### config.mk
export PLATFORM = sky130hd
export DESIGN_NAME = bcd_top
export DESIGN_NICKNAME = d
export VERILOG_FILES = /design/src/rtl/bcd_pkg.sv /design/src/rtl/bcd_line_if.sv /design/src/rtl/bcd_top.sv /design/src/rtl/bcd_classify.sv /design/src/rtl/bcd_retry.sv
export VERILOG_INCLUDE_DIRS = /design/src /design/src/rtl
export SDC_FILE = /design/constraint.sdc
export NUM_CORES = 1
export LEC_CHECK = 0
export BUFFER_PORTS_ARGS = -buffer_cell sky130_fd_sc_hd__buf_2
export CORE_ASPECT_RATIO = 0.7
export CORE_MARGIN = 4
export CORE_UTILIZATION = 46
export DETAILED_ROUTE_END_ITERATION = 8
export HOLD_SLACK_MARGIN = 0.15
export PLACE_DENSITY = 0.65
export SYNTH_ARGS = -nofsm -noshare
export SYNTH_HDL_FRONTEND = slang
export SYNTH_SLANG_ARGS = --single-unit
### constraint.sdc
create_clock -name clk_in -period 7.43 [get_ports clk_in]
set_input_delay 0.743 -clock clk_in [delete_from_list [all_inputs] [get_ports clk_in]]
set_output_delay 0.743 -clock clk_in [all_outputs]
set_load 0.1 [all_outputs]
### src/rtl/bcd_regs.svh
// Constants for the battery charge detect control block.
`ifndef BCD_REGS_SVH
`define BCD_REGS_SVH
// ==========================================================
// Clock
`define BCD_CLK_PERIOD_PS 5000
// ==========================================================
// Upstream charger type codes
`define BCD_TYPE_NONE 3'h0
`define BCD_TYPE_DCP 3'h1
`define BCD_TYPE_CDP 3'h2
`define BCD_TYPE_SDP 3'h3
`define BCD_TYPE_LOW 3'h4
`define BCD_TYPE_HIGH 3'h5
`define BCD_TYPE_SUPER 3'h6
// ==========================================================
// Charger status field codes
`define BCD_STAT_NONE 2'h0
`define BCD_STAT_UNCFG 2'h1
`define BCD_STAT_CFG 2'h2
`define BCD_STAT_CHARGER 2'h3
// ==========================================================
// Hub stage codes on the stage input
`define BCD_STAGE_CLOCK_WAIT 3'h1
`define BCD_STAGE_DETECT 3'h2
// ==========================================================
// Timing
`define BCD_SETTLE_NS 1000
`define BCD_SETTLE_CYCLES ((`BCD_SETTLE_NS * 1000 + `BCD_CLK_PERIOD_PS - 1) / `BCD_CLK_PERIOD_PS)
`define BCD_TICK_NS 1000000
`define BCD_TICK_CYCLES (`BCD_TICK_NS * 1000 / `BCD_CLK_PERIOD_PS)
`define BCD_MS_PER_S 1000
`define BCD_RETRY_SHORT_S 1
`define BCD_RETRY_LONG_S 10
`define BCD_RETRY_SHORT_MS 14'(`BCD_RETRY_SHORT_S * `BCD_MS_PER_S)
`define BCD_RETRY_LONG_MS 14'(`BCD_RETRY_LONG_S * `BCD_MS_PER_S)
`define BCD_RETRY_FAST_TRIES 2'h3
`endif

### src/rtl/bcd_pkg.sv
// Types shared by the battery charge detect control modules.
package bcd_pkg;
	// ==========================================================
	// Upstream detection sequencer
	typedef enum logic [1:0] {DET_IDLE, DET_SETTLE, DET_DONE} bcd_det_state_e;
	// Downstream port role
	typedef enum logic [1:0] {ROLE_SDP, ROLE_CDP, ROLE_DCP} bcd_role_e;
	// Over-current retry sequencer
	typedef enum logic [1:0] {PWR_OFF, PWR_ON, PWR_BACKOFF} bcd_pwr_state_e;
	// Charger type code
	typedef logic [2:0] bcd_type_t;
endpackage

### src/rtl/bcd_line_if.sv
// Upstream line comparator levels and the decoded charger type.
`timescale 1ns/1ps
interface bcd_line_if;
	logic dp_dm_short; // Data lines shorted together
	logic dm_reflects_dp; // D+ level mirrored on D-
	logic dp_pulldown; // Host pull-down on D+
	logic dm_pulldown; // Host pull-down on D-
	logic dp_at_2v7; // D+ near 2.7 V
	logic dp_at_2v0; // D+ near 2.0 V
	logic dm_at_2v7; // D- near 2.7 V
	logic dm_at_2v0; // D- near 2.0 V
	logic enhanced; // Enhanced detection setting
	bcd_pkg::bcd_type_t type_code; // Decoded type
	modport src (output dp_dm_short, dm_reflects_dp, dp_pulldown, dm_pulldown,
		dp_at_2v7, dp_at_2v0, dm_at_2v7, dm_at_2v0, enhanced, input type_code);
	modport cls (input dp_dm_short, dm_reflects_dp, dp_pulldown, dm_pulldown,
		dp_at_2v7, dp_at_2v0, dm_at_2v7, dm_at_2v0, enhanced, output type_code);
endinterface

### src/rtl/bcd_top.sv
// Battery charge detect control: upstream detection, status pins, downstream roles.
`timescale 1ns/1ps
`include "bcd_regs.svh"
// ==========================================================
module bcd_top #(
	parameter int NUM_PORTS = 3,
	parameter int TICK_CYCLES = `BCD_TICK_CYCLES,
	parameter int SETTLE_CYCLES = `BCD_SETTLE_CYCLES
) (
	input wire logic clk_in,
	input wire logic reset_in,
	input wire logic [2:0] hub_stage_in,
	input wire logic detect_enable_in,
	input wire logic enhanced_detect_enable_in,
	input wire logic detect_in_clock_wait_in,
	input wire logic upstream_hsic_in,
	input wire logic dp_dm_short_in,
	input wire logic dm_reflects_dp_in,
	input wire logic dp_pulldown_in,
	input wire logic dm_pulldown_in,
	input wire logic dp_at_2v7_in,
	input wire logic dp_at_2v0_in,
	input wire logic dm_at_2v7_in,
	input wire logic dm_at_2v0_in,
	input wire logic custom_load_in,
	input wire logic [2:0] custom_type_in,
	input wire logic [7:0] charger_mask_in,
	input wire logic [1:0] status_pin_enable_in,
	input wire logic vbus_detect_in,
	input wire logic configured_in,
	input wire logic init_done_in,
	input wire logic host_connected_in,
	input wire logic supply_present_cfg_in,
	input wire logic [NUM_PORTS:0] charge_enable_in,
	input wire logic [NUM_PORTS:0] port_hsic_in,
	input wire logic [NUM_PORTS:0] overcurrent_sense_in,
	input wire logic [NUM_PORTS:0] host_port_power_in,
	input wire logic [17:0] tick_terminal_in,
	output logic [2:0] charger_type_out,
	output logic detect_done_out,
	output logic [1:0] charger_status_field_out,
	output logic [1:0] charger_status_pins_out,
	output logic [NUM_PORTS:0] port_power_bits_out,
	output logic [NUM_PORTS:0] port_power_out,
	output logic [NUM_PORTS:0] port_dcp_out,
	output logic [NUM_PORTS:0] port_cdp_out,
	output logic charge_supply_indicator_out
);
	// ==========================================================
	// Elaboration checks
	if (NUM_PORTS < 1 || NUM_PORTS > 7) begin : g_bad_ports
		$error("NUM_PORTS must be 1 to 7");
	end
	if (TICK_CYCLES < 2 || TICK_CYCLES > 262143) begin : g_bad_tick
		$error("TICK_CYCLES must fit 18 bits");
	end
	if (SETTLE_CYCLES < 1 || SETTLE_CYCLES > 65535) begin : g_bad_settle
		$error("SETTLE_CYCLES must fit 16 bits");
	end

	// ==========================================================
	// Line decoder hookup
	bcd_line_if line (); // Comparator levels to the decoder
	assign line.dp_dm_short = dp_dm_short_in;
	assign line.dm_reflects_dp = dm_reflects_dp_in;
	assign line.dp_pulldown = dp_pulldown_in;
	assign line.dm_pulldown = dm_pulldown_in;
	assign line.dp_at_2v7 = dp_at_2v7_in;
	assign line.dp_at_2v0 = dp_at_2v0_in;
	assign line.dm_at_2v7 = dm_at_2v7_in;
	assign line.dm_at_2v0 = dm_at_2v0_in;
	assign line.enhanced = enhanced_detect_enable_in;

	bcd_classify u_classify (
		.line(line)
	);

	// ==========================================================
	// Detection sequencer state
	bcd_pkg::bcd_det_state_e det_reg, det_next; // Sequencer
	logic [15:0] settle_reg, settle_next; // Settle counter
	bcd_pkg::bcd_type_t type_reg, type_next; // Reported charger type
	logic done_reg, done_next; // A result is held
	logic start_ok; // Conditions to run detection

	// Detect stage, or clock wait stage when allowed; never over HSIC
	assign start_ok = detect_enable_in && !upstream_hsic_in &&
		(hub_stage_in == `BCD_STAGE_DETECT ||
		(hub_stage_in == `BCD_STAGE_CLOCK_WAIT && detect_in_clock_wait_in));

	// ==========================================================
	// Detection next state
	// The decoder is sampled only after the lines have settled
	always_comb begin
		det_next = det_reg;
		settle_next = settle_reg;
		type_next = type_reg;
		done_next = done_reg;
		case (det_reg)
			bcd_pkg::DET_IDLE: begin
				settle_next = 16'h0000;
				if (start_ok) begin
					det_next = bcd_pkg::DET_SETTLE;
				end
			end
			bcd_pkg::DET_SETTLE: begin
				if (!start_ok) begin
					// Stage left before a result: abandon quietly
					det_next = bcd_pkg::DET_IDLE;
				end else if (settle_reg == 16'(SETTLE_CYCLES - 1)) begin
					det_next = bcd_pkg::DET_DONE;
					type_next = line.type_code;
					done_next = 1'b1;
				end else begin
					settle_next = settle_reg + 16'h0001;
				end
			end
			bcd_pkg::DET_DONE: begin
				// Result held until detection is turned off or link is HSIC
				if (!detect_enable_in || upstream_hsic_in) begin
					det_next = bcd_pkg::DET_IDLE;
					type_next = `BCD_TYPE_NONE;
					done_next = 1'b0;
				end
			end
			default: begin
				det_next = bcd_pkg::DET_IDLE;
			end
		endcase
		// Software load is never blocked; timing is software's duty
		if (custom_load_in) begin
			type_next = custom_type_in;
			done_next = 1'b1;
		end
	end

	// ==========================================================
	// Detection registers
	always_ff @(posedge clk_in or posedge reset_in) begin
		if (reset_in) begin
			det_reg <= bcd_pkg::DET_IDLE;
			settle_reg <= 16'h0000;
			type_reg <= `BCD_TYPE_NONE;
			done_reg <= 1'b0;
		end else begin
			det_reg <= det_next;
			settle_reg <= settle_next;
			type_reg <= type_next;
			done_reg <= done_next;
		end
	end

	// ==========================================================
	// Charger status state
	logic [1:0] field_reg, field_next; // Status field
	logic [1:0] pins_reg, pins_next; // Status pins
	logic charger_hit; // Selected charger found

	// Charger found beats configured beats bus power
	always_comb begin
		charger_hit = done_reg && type_reg != `BCD_TYPE_NONE && charger_mask_in[type_reg];
		if (charger_hit) begin
			field_next = `BCD_STAT_CHARGER;
		end else if (configured_in) begin
			field_next = `BCD_STAT_CFG;
		end else if (vbus_detect_in) begin
			field_next = `BCD_STAT_UNCFG;
		end else begin
			field_next = `BCD_STAT_NONE;
		end
		// A disabled pin sits low so one pin can be used alone
		pins_next = field_next & status_pin_enable_in;
	end

	// ==========================================================
	// Status registers
	always_ff @(posedge clk_in or posedge reset_in) begin
		if (reset_in) begin
			field_reg <= `BCD_STAT_NONE;
			pins_reg <= 2'h0;
		end else begin
			field_reg <= field_next;
			pins_reg <= pins_next;
		end
	end

	// ==========================================================
	// Millisecond tick state
	logic [17:0] tick_reg, tick_next; // Cycle counter
	logic tick_pulse_reg, tick_pulse_next; // One-cycle ms tick
	logic [17:0] terminal; // Active terminal count

	// Zero on the terminal input means use the built-in default
	always_comb begin
		terminal = (tick_terminal_in == 18'h00000) ? 18'(TICK_CYCLES) : tick_terminal_in;
		tick_pulse_next = 1'b0;
		if (tick_reg + 18'h00001 >= terminal) begin
			tick_next = 18'h00000;
			tick_pulse_next = 1'b1;
		end else begin
			tick_next = tick_reg + 18'h00001;
		end
	end

	// ==========================================================
	// Tick registers
	always_ff @(posedge clk_in or posedge reset_in) begin
		if (reset_in) begin
			tick_reg <= 18'h00000;
			tick_pulse_reg <= 1'b0;
		end else begin
			tick_reg <= tick_next;
			tick_pulse_reg <= tick_pulse_next;
		end
	end

	// ==========================================================
	// Downstream role state
	logic locked_reg, locked_next; // Charging set frozen
	logic [NUM_PORTS:0] charge_reg, charge_next; // Charging ports
	logic [NUM_PORTS:0] dcp_reg, dcp_next; // DCP role
	logic [NUM_PORTS:0] cdp_reg, cdp_next; // CDP role
	logic supply_reg, supply_next; // Supply indicator

	// Charging set is captured once; only CDP/DCP may swap after
	always_comb begin
		locked_next = locked_reg;
		charge_next = charge_reg;
		if (init_done_in && !locked_reg) begin
			locked_next = 1'b1;
			// Bit 0 has no port; HSIC ports never charge
			charge_next = charge_enable_in & ~port_hsic_in;
			charge_next[0] = 1'b0;
		end
		// Host presence picks CDP or DCP for charging ports
		cdp_next = host_connected_in ? charge_next : '0;
		dcp_next = host_connected_in ? '0 : charge_next;
		supply_next = supply_present_cfg_in && locked_next && (|charge_next);
	end

	// ==========================================================
	// Role registers
	always_ff @(posedge clk_in or posedge reset_in) begin
		if (reset_in) begin
			locked_reg <= 1'b0;
			charge_reg <= '0;
			dcp_reg <= '0;
			cdp_reg <= '0;
			supply_reg <= 1'b0;
		end else begin
			locked_reg <= locked_next;
			charge_reg <= charge_next;
			dcp_reg <= dcp_next;
			cdp_reg <= cdp_next;
			supply_reg <= supply_next;
		end
	end

	// ==========================================================
	// Per-port power and retry
	assign port_power_out[0] = 1'b0; // No port zero
	for (genvar i = 1; i <= NUM_PORTS; i++) begin : g_port
		bcd_pkg::bcd_role_e role; // Role handed to the sequencer
		assign role = dcp_reg[i] ? bcd_pkg::ROLE_DCP :
			(cdp_reg[i] ? bcd_pkg::ROLE_CDP : bcd_pkg::ROLE_SDP);
		bcd_retry u_retry (
			.clk_in(clk_in),
			.reset_in(reset_in),
			.ms_tick_in(tick_pulse_reg),
			.role_in(role),
			.init_done_in(locked_reg),
			.overcurrent_in(overcurrent_sense_in[i]),
			.host_power_in(host_port_power_in[i]),
			.power_out(port_power_out[i])
		);
	end

	// ==========================================================
	// Outputs
	assign charger_type_out = type_reg;
	assign detect_done_out = done_reg;
	assign charger_status_field_out = field_reg;
	assign charger_status_pins_out = pins_reg;
	assign port_power_bits_out = charge_reg;
	assign port_dcp_out = dcp_reg;
	assign port_cdp_out = cdp_reg;
	assign charge_supply_indicator_out = supply_reg;
endmodule

### src/rtl/bcd_classify.sv
// Combinational upstream charger type decoder.
`timescale 1ns/1ps
`include "bcd_regs.svh"
module bcd_classify (
	bcd_line_if.cls line
);
	// ==========================================================
	// Decoder
	// Short wins over everything, since a shorted pair also looks reflected
	function automatic bcd_pkg::bcd_type_t classify(
		input logic sh, input logic refl, input logic en,
		input logic pd_p, input logic pd_m,
		input logic p27, input logic p20, input logic m27, input logic m20);
		bcd_pkg::bcd_type_t t;
		t = `BCD_TYPE_NONE;
		if (sh) begin
			t = `BCD_TYPE_DCP;
		end else if (refl && en) begin
			t = `BCD_TYPE_CDP;
		end else if (p27 && m20) begin
			t = `BCD_TYPE_SUPER;
		end else if (p20 && m20) begin
			t = `BCD_TYPE_LOW;
		end else if (p20 && m27) begin
			t = `BCD_TYPE_HIGH;
		end else if (pd_p && pd_m) begin
			t = `BCD_TYPE_SDP;
		end
		return t;
	endfunction

	// Result is pure decode; the top samples it after settling
	assign line.type_code = classify(line.dp_dm_short, line.dm_reflects_dp, line.enhanced,
		line.dp_pulldown, line.dm_pulldown, line.dp_at_2v7, line.dp_at_2v0,
		line.dm_at_2v7, line.dm_at_2v0);
endmodule

### src/rtl/bcd_retry.sv
// Per-port power enable with over-current back-off timing.
`timescale 1ns/1ps
`include "bcd_regs.svh"
module bcd_retry (
	input wire logic clk_in,
	input wire logic reset_in,
	input wire logic ms_tick_in,
	input wire bcd_pkg::bcd_role_e role_in,
	input wire logic init_done_in,
	input wire logic overcurrent_in,
	input wire logic host_power_in,
	output logic power_out
);
	// ==========================================================
	// State
	bcd_pkg::bcd_pwr_state_e state_reg, state_next; // Sequencer
	logic [13:0] ms_reg, ms_next; // Back-off elapsed ms
	logic [1:0] tries_reg, tries_next; // Retries so far, saturating
	logic power_reg, power_next; // Registered power output
	logic [13:0] limit; // Current back-off length

	// ==========================================================
	// Next state
	always_comb begin
		state_next = state_reg;
		ms_next = ms_reg;
		tries_next = tries_reg;
		// Short back-off for the first attempts, long one after until the port leaves DCP
		limit = (tries_reg < `BCD_RETRY_FAST_TRIES) ? `BCD_RETRY_SHORT_MS : `BCD_RETRY_LONG_MS;
		case (state_reg)
			bcd_pkg::PWR_OFF: begin
				tries_next = 2'h0;
				// DCP port powers up once init is finished
				if (init_done_in && role_in == bcd_pkg::ROLE_DCP) begin
					state_next = bcd_pkg::PWR_ON;
				end
			end
			bcd_pkg::PWR_ON: begin
				if (role_in != bcd_pkg::ROLE_DCP) begin
					state_next = bcd_pkg::PWR_OFF;
				end else if (overcurrent_in) begin
					state_next = bcd_pkg::PWR_BACKOFF;
					ms_next = 14'h0000;
				end
			end
			bcd_pkg::PWR_BACKOFF: begin
				if (role_in != bcd_pkg::ROLE_DCP) begin
					state_next = bcd_pkg::PWR_OFF;
				end else if (ms_tick_in) begin
					if (ms_reg + 14'h0001 >= limit) begin
						// Re-enable; a persisting fault trips again
						state_next = bcd_pkg::PWR_ON;
						if (tries_reg != `BCD_RETRY_FAST_TRIES) begin
							tries_next = tries_reg + 2'h1;
						end
					end else begin
						ms_next = ms_reg + 14'h0001;
					end
				end
			end
			default: begin
				state_next = bcd_pkg::PWR_OFF;
			end
		endcase
		// Outside DCP the host owns port power; fault only gates charging ports
		case (role_in)
			bcd_pkg::ROLE_DCP: power_next = (state_next == bcd_pkg::PWR_ON) && !overcurrent_in;
			bcd_pkg::ROLE_CDP: power_next = host_power_in && !overcurrent_in;
			default: power_next = host_power_in;
		endcase
	end

	// ==========================================================
	// Registers
	always_ff @(posedge clk_in or posedge reset_in) begin
		if (reset_in) begin
			state_reg <= bcd_pkg::PWR_OFF;
			ms_reg <= 14'h0000;
			tries_reg <= 2'h0;
			power_reg <= 1'b0;
		end else begin
			state_reg <= state_next;
			ms_reg <= ms_next;
			tries_reg <= tries_next;
			power_reg <= power_next;
		end
	end

	assign power_out = power_reg;
endmodule

* Word-level counts from Yosys, hierarchy flattened
Index checks and enable logic that the tools add are counted.
Widths: inputs -> output; s select.
** Cells by class
- Magnitude comparators :: 8
- Divide/modulo/power cells :: 0
- Mux-type cells :: 102
- $mul :: 0
- Bitwise operators :: 3
- Reduce and logical (&&, ||, !) cells :: 54
- Add/subtract/negate cells :: 8
- Shift operators :: 0
- Equality and inequality tests :: 55
** Operators by type and width (number)
- $mux 14 :: 18
- $pmux 14 s2 :: 3
- $mux 2 :: 40
- $ne 2x2->1 const B :: 25
- $add 14x1->14 const B :: 3
- $ge 14x14->1 :: 3
- $mux 18 :: 2
- $mux 16 :: 2
- $pmux 16 s2 :: 1
- $mux 3 :: 9
- $pmux 2 s3 :: 4
- $logic_and 1x1->1 :: 22
- $eq 2x1->1 const B :: 10
- $add 18x1->18 const B :: 1
- $ge 18x18->1 :: 1
- $logic_not 18->1 :: 1
- $reduce_and 6->1 :: 3
- $add 16x1->16 const B :: 1
- $eq 16x8->1 const B :: 1
- $reduce_and 5->1 :: 3
- $eq 2x2->1 const B :: 7
- $reduce_bool 2->1 :: 7
- $mux 4 :: 3
- $ne 2x1->1 const B :: 6
- other kinds (21) :: 54
** Word-level totals
- Bits in read-only memories :: 0
- Register bits after elaboration :: 116
- Bits in writable memories :: 0
- Bits in latches :: 0
- Logic and storage cells :: 255
- Memories kept :: 0
- Input bits :: 70

* Longest topological paths before layout
Gate-level depths: netlist of run 1.
- Word-level depth :: 11
- Depth in mapped cells :: 14
- Depth with buffers taken out :: 13

* Cells and area by module
A second synthesis of run 1 with hierarchy kept.
** Second synthesis, totals
- Cells, all modules :: 890
- Area, all modules :: 8086.5 µm²
** Modules (own cells, without submodules)
- bcd_top :: area an instance 3509.6 µm², cells an instance 383, times used 1, seq. area each 1476.4 µm²
- bcd_retry (g_port[1].u_retry ...) :: area an instance 1477.7 µm², cells an instance 160, times used 2, seq. area each 475.5 µm²
- bcd_retry (g_port[3].u_retry) :: area an instance 1546.5 µm², cells an instance 177, times used 1, seq. area each 475.5 µm²
- bcd_classify :: area an instance 75.1 µm², cells an instance 10, times used 1, seq. area each 0.0 µm²

* Least setup slack after synthesis of run 1
No wires, ideal clock.
- Path kind :: input port to flip-flop
- Start :: in tick_terminal_in[2]
- End :: reg tick_reg[10]
- Stages :: 10
- Setup time :: 84 ps
- Slack :: 3904 ps
- Data required time :: 7346 ps
- Arrival :: 3442 ps
- Cells stage by stage :: or4_1 > nor4_1 > nor2_1 > ha_1 > and3_1 > a22o_1 > o31ai_1 > o2111ai_1 > clkbuf_1 > a21boi_0
** On the way
- Word-level cells in the longest chain between the ends :: 4
** RTL lines
- from (decl) :: line bcd_top.sv:38 : input wire logic [17:0] tick_terminal_in,
- $logic_not 18->1 :: line bcd_top.sv:195 : terminal = (tick_terminal_in == 18'h00000) ? 18'(TICK_CYCLES) : tick_terminal_in;
- $mux 18 * :: line bcd_top.sv:195
- $ge 18x18->1 * :: line bcd_top.sv:197 : if (tick_reg + 18'h00001 >= terminal) begin
- $mux 18 * :: line bcd_top.sv:197
- named net tick_next[10] :: line bcd_top.sv:189 : logic [17:0] tick_reg, tick_next;
- to (signal assigned) :: line bcd_top.sv:212 : tick_reg <= tick_next;
- to (decl) :: line bcd_top.sv:189
Mark *: on every way through the listed nets, which the timed path passes. The rest lies on a longest branch.
A chain may end at the register's enable or synchronous reset.

* Final worst setup path of run 1
- Start :: reg g_port[1].u_retry.ms_reg[0]
- End :: reg g_port[1].u_retry.ms_reg[9]
** On the way
- Word-level cells in the longest chain between the ends :: 5
- Elaborated cells between the ends (all ways) :: 8
- Those cells by class :: 1 x add/sub; 1 x order compare; 1 x eq/ne; 4 x mux; 1 x reduce/logical
** RTL lines
- from (decl) :: line bcd_retry.sv:17 : logic [13:0] ms_reg, ms_next;
- from (signal assigned) :: line bcd_retry.sv:83 : ms_reg <= ms_next;
- $add 14x1->14 * :: line bcd_retry.sv:50, bcd_retry.sv:57
- branches (longest 4 deep; another with $ge 14x14->1)
Mark *: on every way between the ends. The select of a mux whose other input is x is not followed.

==> impl_metrics.env, run 1 <==
export IMPL_power_internal_mw=1.33
export IMPL_grt_max_degree=72
export IMPL_chipWidth_um=158
export IMPL_p_sw_uw=675
export IMPL_rsz0062_at_grt="no"
export IMPL_switching_share=0.336
export IMPL_row_count=38
export IMPL_viasPerCell=5.54
export IMPL_netlist_area_leader_share=0.399
export IMPL_final_util=0.544
export IMPL_n_antenna_cell=0
export IMPL_ir_drop_v=0.000149
export IMPL_place_area_um2=7860
export IMPL_yosys_warnings=0
export IMPL_fin_area_um2=8420
export IMPL_cts_setup_buffers=0
export IMPL_ys_types=72
export IMPL_synth_largest_area_cell="dfrtp_1"
export IMPL_crit_required_ns=7.74
export IMPL_cts_buffers=17
export IMPL_drive_above_1_share=0.163
export IMPL_start_util=0.469
export IMPL_cts_root_buf="clkbuf_16"
export IMPL_postSynthCellCount=797
export IMPL_crit_arrival_ns=4.27
export IMPL_ys_ff_latch=116
export IMPL_nets=996
export IMPL_synth_avg_cell_area_um2=9.13
export IMPL_power_frac_clock=0.391
export IMPL_ff2ff_path_depth=12
export IMPL_grt_met2_usage=0.261
export IMPL_place_ws_ns=3.53
export IMPL_dp_hpwl_um=12000
export IMPL_met3_usage=0.0436
export IMPL_synthesis_area_um2=7280
export IMPL_status="complete, no violations"
export IMPL_post_route_period_util=0.534
export IMPL_wl_per_cell_um=15.1
export IMPL_grt_pass1_vias=5527
export IMPL_num_vias=6047
export IMPL_drc_errors=0
export IMPL_tritoncts="built"
export IMPL_hold_viol=0
export IMPL_hold_slack_ns=0.392
export IMPL_coreArea_um2=15500
export IMPL_grtUsageMet1=0.299
export IMPL_grt_usage=0.190
export IMPL_largest_reg_flops=42
export IMPL_slew_headroom=0.381
export IMPL_cts_num_sinks=116
export IMPL_power_frac_seq=0.394
export IMPL_pin_count=95
export IMPL_routed_wl_um=16500
export IMPL_dr_pass1_iters=5
export IMPL_die_area_um2=17900
export IMPL_busiest_layer="met1"
export IMPL_fin_setup_tns_ns=0
export IMPL_grt_ovfl_total=0
export IMPL_grt_pass1_wl_um=27600
export IMPL_ys_flop_type="dfrtp_1"
export IMPL_ctsHoldBuffers=0
export IMPL_path_max_fanout=23
export IMPL_yosysSeqAreaShare=0.399
export IMPL_antenna_found_initial=0
export IMPL_fin_crit_ns=3.96
export IMPL_insertion_delay_ns=0.41
export IMPL_setup_ws_ns=3.47
export IMPL_h_tree_depth=4
export IMPL_clockBufferDepth=2
export IMPL_cts_repair_resized=0
export IMPL_min_path_type="in2async"
export IMPL_endpoint_kind="register"
export IMPL_ant_nets=0
export IMPL_die_height_um=113
export IMPL_path_class="reg2reg"
export IMPL_netlist_top_cells_area="dfrtp_1 40%, ha_1 8.1%, nand2_1 4.4%"
export IMPL_cp_start_kind="register"
export IMPL_numPortBuffers=88
export IMPL_cap_violations=0
export IMPL_power_density_nw_per_um2=238
export IMPL_async_flop_share=1.00
export IMPL_first_iter_violations=412
export IMPL_p_leak_nw=3.89
export IMPL_gp_congestion=0.851
export IMPL_area_growth_syn_to_layout_pct=15.8
export IMPL_slew_viol_final=0
export IMPL_path_clk_slew_ns=0.06
export IMPL_fin_worst_skew_ns=0.0120
export IMPL_synth_nets=914
export IMPL_worst_slew_pin_slew_ns=0.923
export IMPL_synth_edf_count=0
export IMPL_timing_fmax_mhz=252
export IMPL_comb_power_share=0.215
export IMPL_setup_viol=0
==> per-stage QoR <==
step | instances | power (mW)
detailed placement | 1060 | 1.22
finish | 1092 | 2.01
floorplan | 797 | 1.12
CTS | 1092 | 2.02
global placement | 1060 | 1.22
global route | 1092 | 2.12
==> metal layers <==
layer  vias to the layer above  share of wire
li1                       3026              -
met1                      2851           0.53
met2                       153           0.40
met3                        17          0.052
met4                         0          0.012
met5                         -              0
==> cell usage after synthesis (7+ instances only) <==
| master | n |
|---|---|
| a21oi_1 | 26 |
| nor4_1 | 11 |
| o211ai_1 | 9 |
| nand2_1 | 85 |
| nor2b_1 | 14 |
| nor3b_1 | 8 |
| nor3_1 | 17 |
| o21ai_0 | 25 |
| nand3_1 | 58 |
| a211oi_1 | 7 |
| and2_1 | 7 |
| nor2_1 | 57 |
| dfrtp_1 | 116 |
| clkbuf_1 | 17 |
| nand2b_1 | 22 |
| nand4_1 | 20 |
| and3_1 | 15 |
| a21o_1 | 14 |
| inv_1 | 39 |
| ha_1 | 47 |
| o21ai_1 | 9 |
| xnor2_1 | 32 |
| a21boi_0 | 18 |
| xor2_1 | 22 |
==> cells in the final DEF (no fill, tap or decap), drive strengths merged, types with 8 or more instances in the layout <==
cell	instances
nor2b	14
clkinv	9
nand2	86
a21oi	26
a21o	14
clkbuf	18
nand2b	22
ha	47
nor3b	8
nor4	11
dfrtp	116
o21ai	34
inv	41
o211ai	9
nand4	20
nor2	57
nand3	59
nor3	17
and2	8
and3	15
xnor2	32
a21boi	19
buf	90
xor2	22
==> cell type report <==
cell class | instances | area (um^2)
Fill cell | 1399 | 7080
Multi-Input combinational cell | 615 | 4100
Sequential cell | 116 | 2900
Timing Repair Buffer | 90 | 455
Clock buffer | 18 | 439
Tap cell | 200 | 250
Inverter | 39 | 149
Clock inverter | 14 | 130
==> power by group through the flow <==
stage          clock [mW]  sequential (mW)  combinational [mW]
3_3_place_gp            0            0.797               0.420
5_1_grt             0.831            0.804               0.483
4_1_cts             0.799            0.789               0.431
6_report            0.785            0.791               0.431
2_1_floorplan           0            0.840               0.280
3_5_place_dp            0            0.798               0.427
==> cell families after synthesis <==
kind of cell | share of synthesized area
XOR/XNOR | 0.0650
multiplexers | 0.0146
flip-flops | 0.399
adder cells (fa/ha/maj) | 0.0808
AO/OA/AOI/OAI | 0.157
buffers and inverters | 0.0380
AND/OR/NAND/NOR | 0.245
other | 0.000515
==> final timing paths <==
| check | to | slack, ns | from |
|---|---|---|---|
| max in group asynchronous | g_port[1].u_retry.ms_reg[3]$_DFFE_PP0P_ | 5.72 | reset_in |
| min in group clk_in | g_port[1].u_retry.power_out$_DFF_PP0_ | 0.52 | port_cdp_out[1]$_DFF_PP0_ |
| setup / recovery | g_port[1].u_retry.ms_reg[9]$_DFFE_PP0P_ | 3.47 | g_port[1].u_retry.ms_reg[0]$_DFFE_PP0P_ |
| hold reg to reg | g_port[1].u_retry.power_out$_DFF_PP0_ | 0.52 | port_cdp_out[1]$_DFF_PP0_ |
| hold / removal | settle_reg[13]$_DFFE_PP0P_ | 0.39 | reset_in |
| setup reg to reg | g_port[1].u_retry.ms_reg[9]$_DFFE_PP0P_ | 3.47 | g_port[1].u_retry.ms_reg[0]$_DFFE_PP0P_ |
==> worst max-delay path, stage by stage, from the launching register on <==
cell and delay, ns:
dfrtp_1 0.41, ha_1 0.26, and2_1 0.26, nand4_1 0.14, xnor2_1 0.21, ha_1 0.27
nand2_1 0.06, o21ai_0 0.06, or3_1 0.38, a41oi_2 0.45, nand3_1 0.68, or3_1 0.59
o211ai_1 0.08
Note: power is estimated with default switching activity, not from simulation.
==> run 2: changes to the inputs <==
Settings changed: PLACE_DENSITY 0.65 to 0.67.
Clock period 7.43 ns to 3.4 ns, I/O delays scaled along.
==> impl_metrics.env, run 2 (synthesized netlist as in run 1, its figures left out) <==
export IMPL_status="complete, no violations"
export IMPL_power_frac_clock=0.401
export IMPL_hold_viol=0
export IMPL_fin_crit_ns=3.16
export IMPL_timing_rr_end="g_port[2].u_retry.ms_reg[2]$_DFFE_PP0P_"
export IMPL_power_density_nw_per_um2=520
export IMPL_cts_buffers=17
export IMPL_switching_share=0.316
export IMPL_tritoncts="built"
export IMPL_fin_setup_tns_ns=0
export IMPL_ant_nets=0
export IMPL_slew_viol_final=0
export IMPL_worst_slew_pin_slew_ns=0.651
export IMPL_path_class="reg2reg"
export IMPL_grt_usage=0.191
export IMPL_die_height_um=113
export IMPL_viasPerCell=5.41
export IMPL_layout_common_cells="116 x dfrtp_1, 88 x buf_2, 85 x nand2_1, 58 x nand3_1, 57 x nor2_1"
export IMPL_dr_pass1_iters=4
export IMPL_first_iter_violations=360
export IMPL_fin_worst_skew_ns=0.0133
export IMPL_worstHoldPathCells=2
export IMPL_final_common_cell="dfrtp_1"
export IMPL_rsz0062_at_grt="no"
export IMPL_cts_root_buf="clkbuf_16"
export IMPL_crit_required_ns=3.70
export IMPL_power_internal_mw=3.09
export IMPL_r2r_slack_ns=0.24
export IMPL_numPortBuffers=88
export IMPL_final_util=0.561
export IMPL_grt_pass1_wl_um=27800
export IMPL_comb_power_share=0.217
export IMPL_antenna_found_initial=0
export IMPL_r2r_start="g_port[2].u_retry.ms_reg[3]$_DFFE_PP0P_"
export IMPL_clockBufferDepth=2
export IMPL_crit_arrival_ns=3.47
export IMPL_post_route_period_util=0.930
export IMPL_min_path_type="in2reg"
export IMPL_cts_num_sinks=116
export IMPL_min_delay_start="vbus_detect_in"
export IMPL_dp_hpwl_um=12000
export IMPL_pin_count=95
export IMPL_grt_pass1_vias=5688
export IMPL_ir_drop_v=0.000327
export IMPL_gp_congestion=0.854
export IMPL_coreArea_um2=15500
export IMPL_drc_errors=0
export IMPL_row_count=38
export IMPL_cp_start_kind="register"
export IMPL_die_area_um2=17900
export IMPL_num_vias=6043
export IMPL_path_max_fanout=10
export IMPL_setup_viol=0
export IMPL_grt_max_degree=56
export IMPL_n_antenna_cell=0
export IMPL_routed_wl_um=16300
export IMPL_start_util=0.469
export IMPL_wl_per_cell_um=14.6
export IMPL_path_clk_slew_ns=0.05
export IMPL_nets=1020
export IMPL_hold_path_end="charger_status_field_out[0]$_DFF_PP0_"
export IMPL_h_tree_depth=4
export IMPL_endpoint_kind="register"
export IMPL_slew_headroom=0.565
export IMPL_timing_fmax_mhz=316
export IMPL_largest_reg_flops=42
export IMPL_finalPower_mw=4.52
export IMPL_cap_violations=0
export IMPL_p_leak_nw=4.02
export IMPL_grt_ovfl_total=0
export IMPL_ff2ff_path_depth=11
export IMPL_power_frac_seq=0.383
export IMPL_drive_above_1_share=0.179
export IMPL_p_sw_mw=1.43
export IMPL_insertion_delay_ns=0.41
export IMPL_area_growth_syn_to_layout_pct=19.5
export IMPL_chipWidth_um=158
==> run 2: changes by cell type in the layout (fill, tap and decap cells not counted), sizes merged <==
cell | before | now
buf | 90 | 108
bufinv | 1 | 3
clkbuf | 18 | 22
clkinv | 9 | 5
clkinvlp | 2 | 3
dlygate4sd3 | 0 | 6
inv | 41 | 38
==> run 2: what timing repair did <==
| item | in CTS | in global routing |
|---|---|---|
| hold buffers | 6 | 0 |
| buffers inserted | 0 | 0 |
| gates resized for setup | 0 | 6 |
| endpoints found under the setup margin | 0 | 11 |
| endpoints found under the hold margin | 30 | 0 |
==> run 2: power groups by stage <==
stage / clock [mW] / sequential (mW) / combinational (mW)
floorplan: 0 / 1.84 / 0.612
global placement: 0 / 1.74 / 0.935
detailed placement: 0 / 1.75 / 0.953
CTS: 1.85 / 1.73 / 0.964
global route: 1.93 / 1.76 / 1.09
finish: 1.81 / 1.73 / 0.981
==> run 2: metal layers <==
layer  track usage  wire length (um)  vias to the layer above
li1              -                 -                     3077
met1         0.302              8740                     2842
met2         0.263              6780                      115
met3        0.0459               711                        9
met4        0.0386                93                        0
met5             0                 0                        -
==> run 2: layout make-up <==
cell class / instances / area (um^2)
clock buffers: 22 / 464
clock inverters: 10 / 130
fillers: 1405 / 6800
inverters: 39 / 150
multi-input cells: 615 / 4140
flip-flops and latches: 116 / 2900
well taps: 200 / 250
repair buffers: 114 / 663
==> run 2: through the flow <==
step                instance area (um^2)  hold slack, ns  setup WS, ns  instances
floorplan                           7280           0.406         0.277        797
global placement                    8000           0.462         0.257       1078
detailed placement                  8000           0.467         0.209       1078
CTS                                 8660           0.159         0.166       1116
global route                        8700           0.168       0.00508       1116
finish                              8700           0.169         0.238       1116
==> run 2: worst max-delay path: stages, from the launching register on <==
cell	delay (ns)
dfrtp_1	0.44
nand3_4	0.16
or4_4	0.59
nor2_1	0.15
xor2_1	0.24
ha_1	0.22
nand2_1	0.11
a2111oi_4	0.45
a21bo_1	0.32
buf_4	0.18
a21oi_1	0.04
a21o_1	0.15
==> run 2: worst max-delay path by stage <==
| stage | start | end | slack (ns) | cells past startpoint |
|---|---|---|---|---|
| after CTS | g_port[2].u_retry.ms_reg[0]$_DFFE_PP0P_ | g_port[2].u_retry.ms_reg[7]$_DFFE_PP0P_ | 0.17 | 13 |
| final | g_port[2].u_retry.ms_reg[3]$_DFFE_PP0P_ | g_port[2].u_retry.ms_reg[2]$_DFFE_PP0P_ | 0.24 | 11 |
| after global routing | g_port[1].u_retry.ms_reg[0]$_DFFE_PP0P_ | g_port[1].u_retry.ms_reg[8]$_DFFE_PP0P_ | 0.005 | 12 |
| after detailed placement | g_port[2].u_retry.ms_reg[0]$_DFFE_PP0P_ | g_port[2].u_retry.ms_reg[7]$_DFFE_PP0P_ | 0.21 | 13 |
| after floorplan | tick_terminal_in[2] | tick_reg[10]$_DFF_PP0_ | 0.28 | 10 |
| after global placement | g_port[2].u_retry.ms_reg[0]$_DFFE_PP0P_ | g_port[2].u_retry.ms_reg[7]$_DFFE_PP0P_ | 0.26 | 13 |
==> run 3: changes to the inputs <==
--- a/config.mk
+++ b/config.mk
@@ -7,11 +7,11 @@
 export NUM_CORES = 1
 export LEC_CHECK = 0
-export BUFFER_PORTS_ARGS = -buffer_cell sky130_fd_sc_hd__buf_2
 export CORE_ASPECT_RATIO = 0.7
 export CORE_MARGIN = 4
 export CORE_UTILIZATION = 46
 export DETAILED_ROUTE_END_ITERATION = 8
+export DONT_BUFFER_PORTS = 1
 export HOLD_SLACK_MARGIN = 0.15
-export PLACE_DENSITY = 0.67
+export PLACE_DENSITY = 0.62
 export SYNTH_ARGS = -nofsm -noshare
 export SYNTH_HDL_FRONTEND = slang
==> constraint.sdc (replaced) <==
create_clock -name clk_in -period 3.4 [get_ports clk_in]
set_input_delay 0.68 -clock clk_in [delete_from_list [all_inputs] [get_ports clk_in]]
set_output_delay 0.68 -clock clk_in [all_outputs]
set_load 0.1 [all_outputs]
==> impl_metrics.env, run 3 (synthesized netlist as in run 1, its figures left out) <==
export IMPL_final_common_cell="dfrtp_1"
export IMPL_post_route_period_util=0.926
export IMPL_area_growth_syn_to_layout_pct=12.9
export IMPL_routed_wl_um=16800
export IMPL_nets=931
export IMPL_clockBufferDepth=2
export IMPL_min_path_type="in2async"
export IMPL_viasPerCell=5.73
export IMPL_rsz0062_at_grt="no"
export IMPL_wl_per_cell_um=16.3
export IMPL_grt_pass1_wl_um=28600
export IMPL_cts_root_buf="clkbuf_16"
export IMPL_path_max_fanout=11
export IMPL_layout_common_cells="116 x dfrtp_1, 85 x nand2_1, 57 x nand3_1, 57 x nor2_1, 47 x ha_1"
export IMPL_cap_violations=0
export IMPL_fin_worst_skew_ns=0.00636
export IMPL_grt_max_degree=57
export IMPL_n_antenna_cell=0
export IMPL_r2r_slack_ns=0.25
export IMPL_grt_pass1_vias=5936
export IMPL_start_util=0.469
export IMPL_h_tree_depth=4
export IMPL_fin_setup_tns_ns=0
export IMPL_fin_area_um2=8220
export IMPL_tritoncts="built"
export IMPL_setup_viol=0
export IMPL_drc_errors=0
export IMPL_coreArea_um2=15500
export IMPL_r2r_start="g_port[2].u_retry.ms_reg[3]$_DFFE_PP0P_"
export IMPL_grt_ovfl_total=0
export IMPL_slew_headroom=0.367
export IMPL_ir_drop_v=0.000304
export IMPL_timing_rr_end="g_port[2].u_retry.ms_reg[7]$_DFFE_PP0P_"
export IMPL_ant_nets=0
export IMPL_endpoint="g_port[2].u_retry.ms_reg[7]$_DFFE_PP0P_"
export IMPL_p_leak_nw=3.64
export IMPL_power_density_nw_per_um2=538
export IMPL_num_vias=5886
export IMPL_cts_repair_resized=0
export IMPL_insertion_delay_ns=0.42
export IMPL_numPortBuffers=0
export IMPL_status="complete, no violations"
export IMPL_endpoint_kind="register"
export IMPL_path_clk_slew_ns=0.06
export IMPL_crit_arrival_ns=3.45
export IMPL_setup_ws_ns=0.251
export IMPL_timing_fmax_mhz=318
export IMPL_pin_count=95
export IMPL_final_util=0.530
export IMPL_hold_viol=0
export IMPL_die_height_um=113
export IMPL_n_fill_cell=1395
export IMPL_drive_above_1_share=0.100
export IMPL_chipWidth_um=158
export IMPL_path_class="reg2reg"
export IMPL_hold_slack_ns=0.309
export IMPL_crit_required_ns=3.70
export IMPL_fin_crit_ns=3.15
export IMPL_die_area_um2=17900
export IMPL_worst_slew_pin_slew_ns=0.949
export IMPL_cp_start_kind="register"
export IMPL_gp_congestion=0.877
export IMPL_dp_hpwl_um=12300
export IMPL_ctsHoldBuffers=0
export IMPL_largest_reg_flops=42
export IMPL_place_area_um2=7610
export IMPL_cts_buffers=17
export IMPL_first_iter_violations=335
export IMPL_dr_pass1_iters=6
export IMPL_grt_usage=0.198
export IMPL_place_ws_ns=0.144
export IMPL_antenna_found_initial=0
export IMPL_startpoint="g_port[2].u_retry.ms_reg[3]$_DFFE_PP0P_"
export IMPL_ff2ff_path_depth=10
export IMPL_row_count=38
export IMPL_slew_viol_final=0
export IMPL_cts_num_sinks=116
export IMPL_cts_setup_buffers=0
[run 3: how the worst min path moves through the flow]
stage                     slack [ns]                                    endpoint  cells past startpoint                                        from
final                           0.31                   settle_reg[3]$_DFFE_PP0P_                      1                                    reset_in
after global routing            0.31                   port_dcp_out[2]$_DFF_PP0_                      1                           host_connected_in
after CTS                       0.31                   port_dcp_out[3]$_DFF_PP0_                      1                           host_connected_in
after detailed placement        0.50  g_port[1].u_retry.tries_reg[1]$_DFFE_PP0P_                      1  g_port[1].u_retry.tries_reg[1]$_DFFE_PP0P_
after global placement          0.48  g_port[1].u_retry.tries_reg[1]$_DFFE_PP0P_                      1  g_port[1].u_retry.tries_reg[1]$_DFFE_PP0P_
after floorplan                 0.47  g_port[1].u_retry.tries_reg[1]$_DFFE_PP0P_                      1  g_port[1].u_retry.tries_reg[1]$_DFFE_PP0P_
[run 3: worst max-delay path, cell delays in order (launching register included)]
cell	delay [ns]
dfrtp_1	0.45
nand3_4	0.16
or4_4	0.60
nor2_1	0.15
xor2_1	0.21
ha_1	0.31
o311ai_4	0.09
and3b_1	0.22
a21bo_4	0.29
and2_4	0.19
a221o_1	0.35
[run 3: per-stage QoR]
stage               power (mW)  std cells
floorplan                 2.45        797
global placement          2.62        995
detailed placement        2.66        995
CTS                       4.45       1027
global route              4.66       1027
finish                    4.42       1027
[run 3: area by class of cell]
class | count | area, um^2 | share of cell area
Sequential cell | 116 | 2900 | 0.353
Clock buffer | 18 | 429 | 0.0522
Inverter | 39 | 150 | 0.0183
Clock inverter | 14 | 154 | 0.0187
Timing Repair Buffer | 25 | 200 | 0.0244
Multi-Input combinational cell | 615 | 4130 | 0.503
Tap cell | 200 | 250 | 0.0305
[run 3: metal layers]
metal	GRT usage	part of all wire	vias up	wire length (um)
met3	0.0585	0.058	12	970
met2	0.307	0.45	128	7600
met1	0.274	0.48	2854	8040
met5	0	0	-	0
met4	0.0500	0.0089	0	150
li1	-	-	2892	-
[run 3: report_power, final]
part / switching, mW / internal [mW] / total (mW)
Combinational: 0.459 / 0.337 / 0.796
Clock: 0.680 / 1.08 / 1.76
Sequential: 0.321 / 1.54 / 1.86
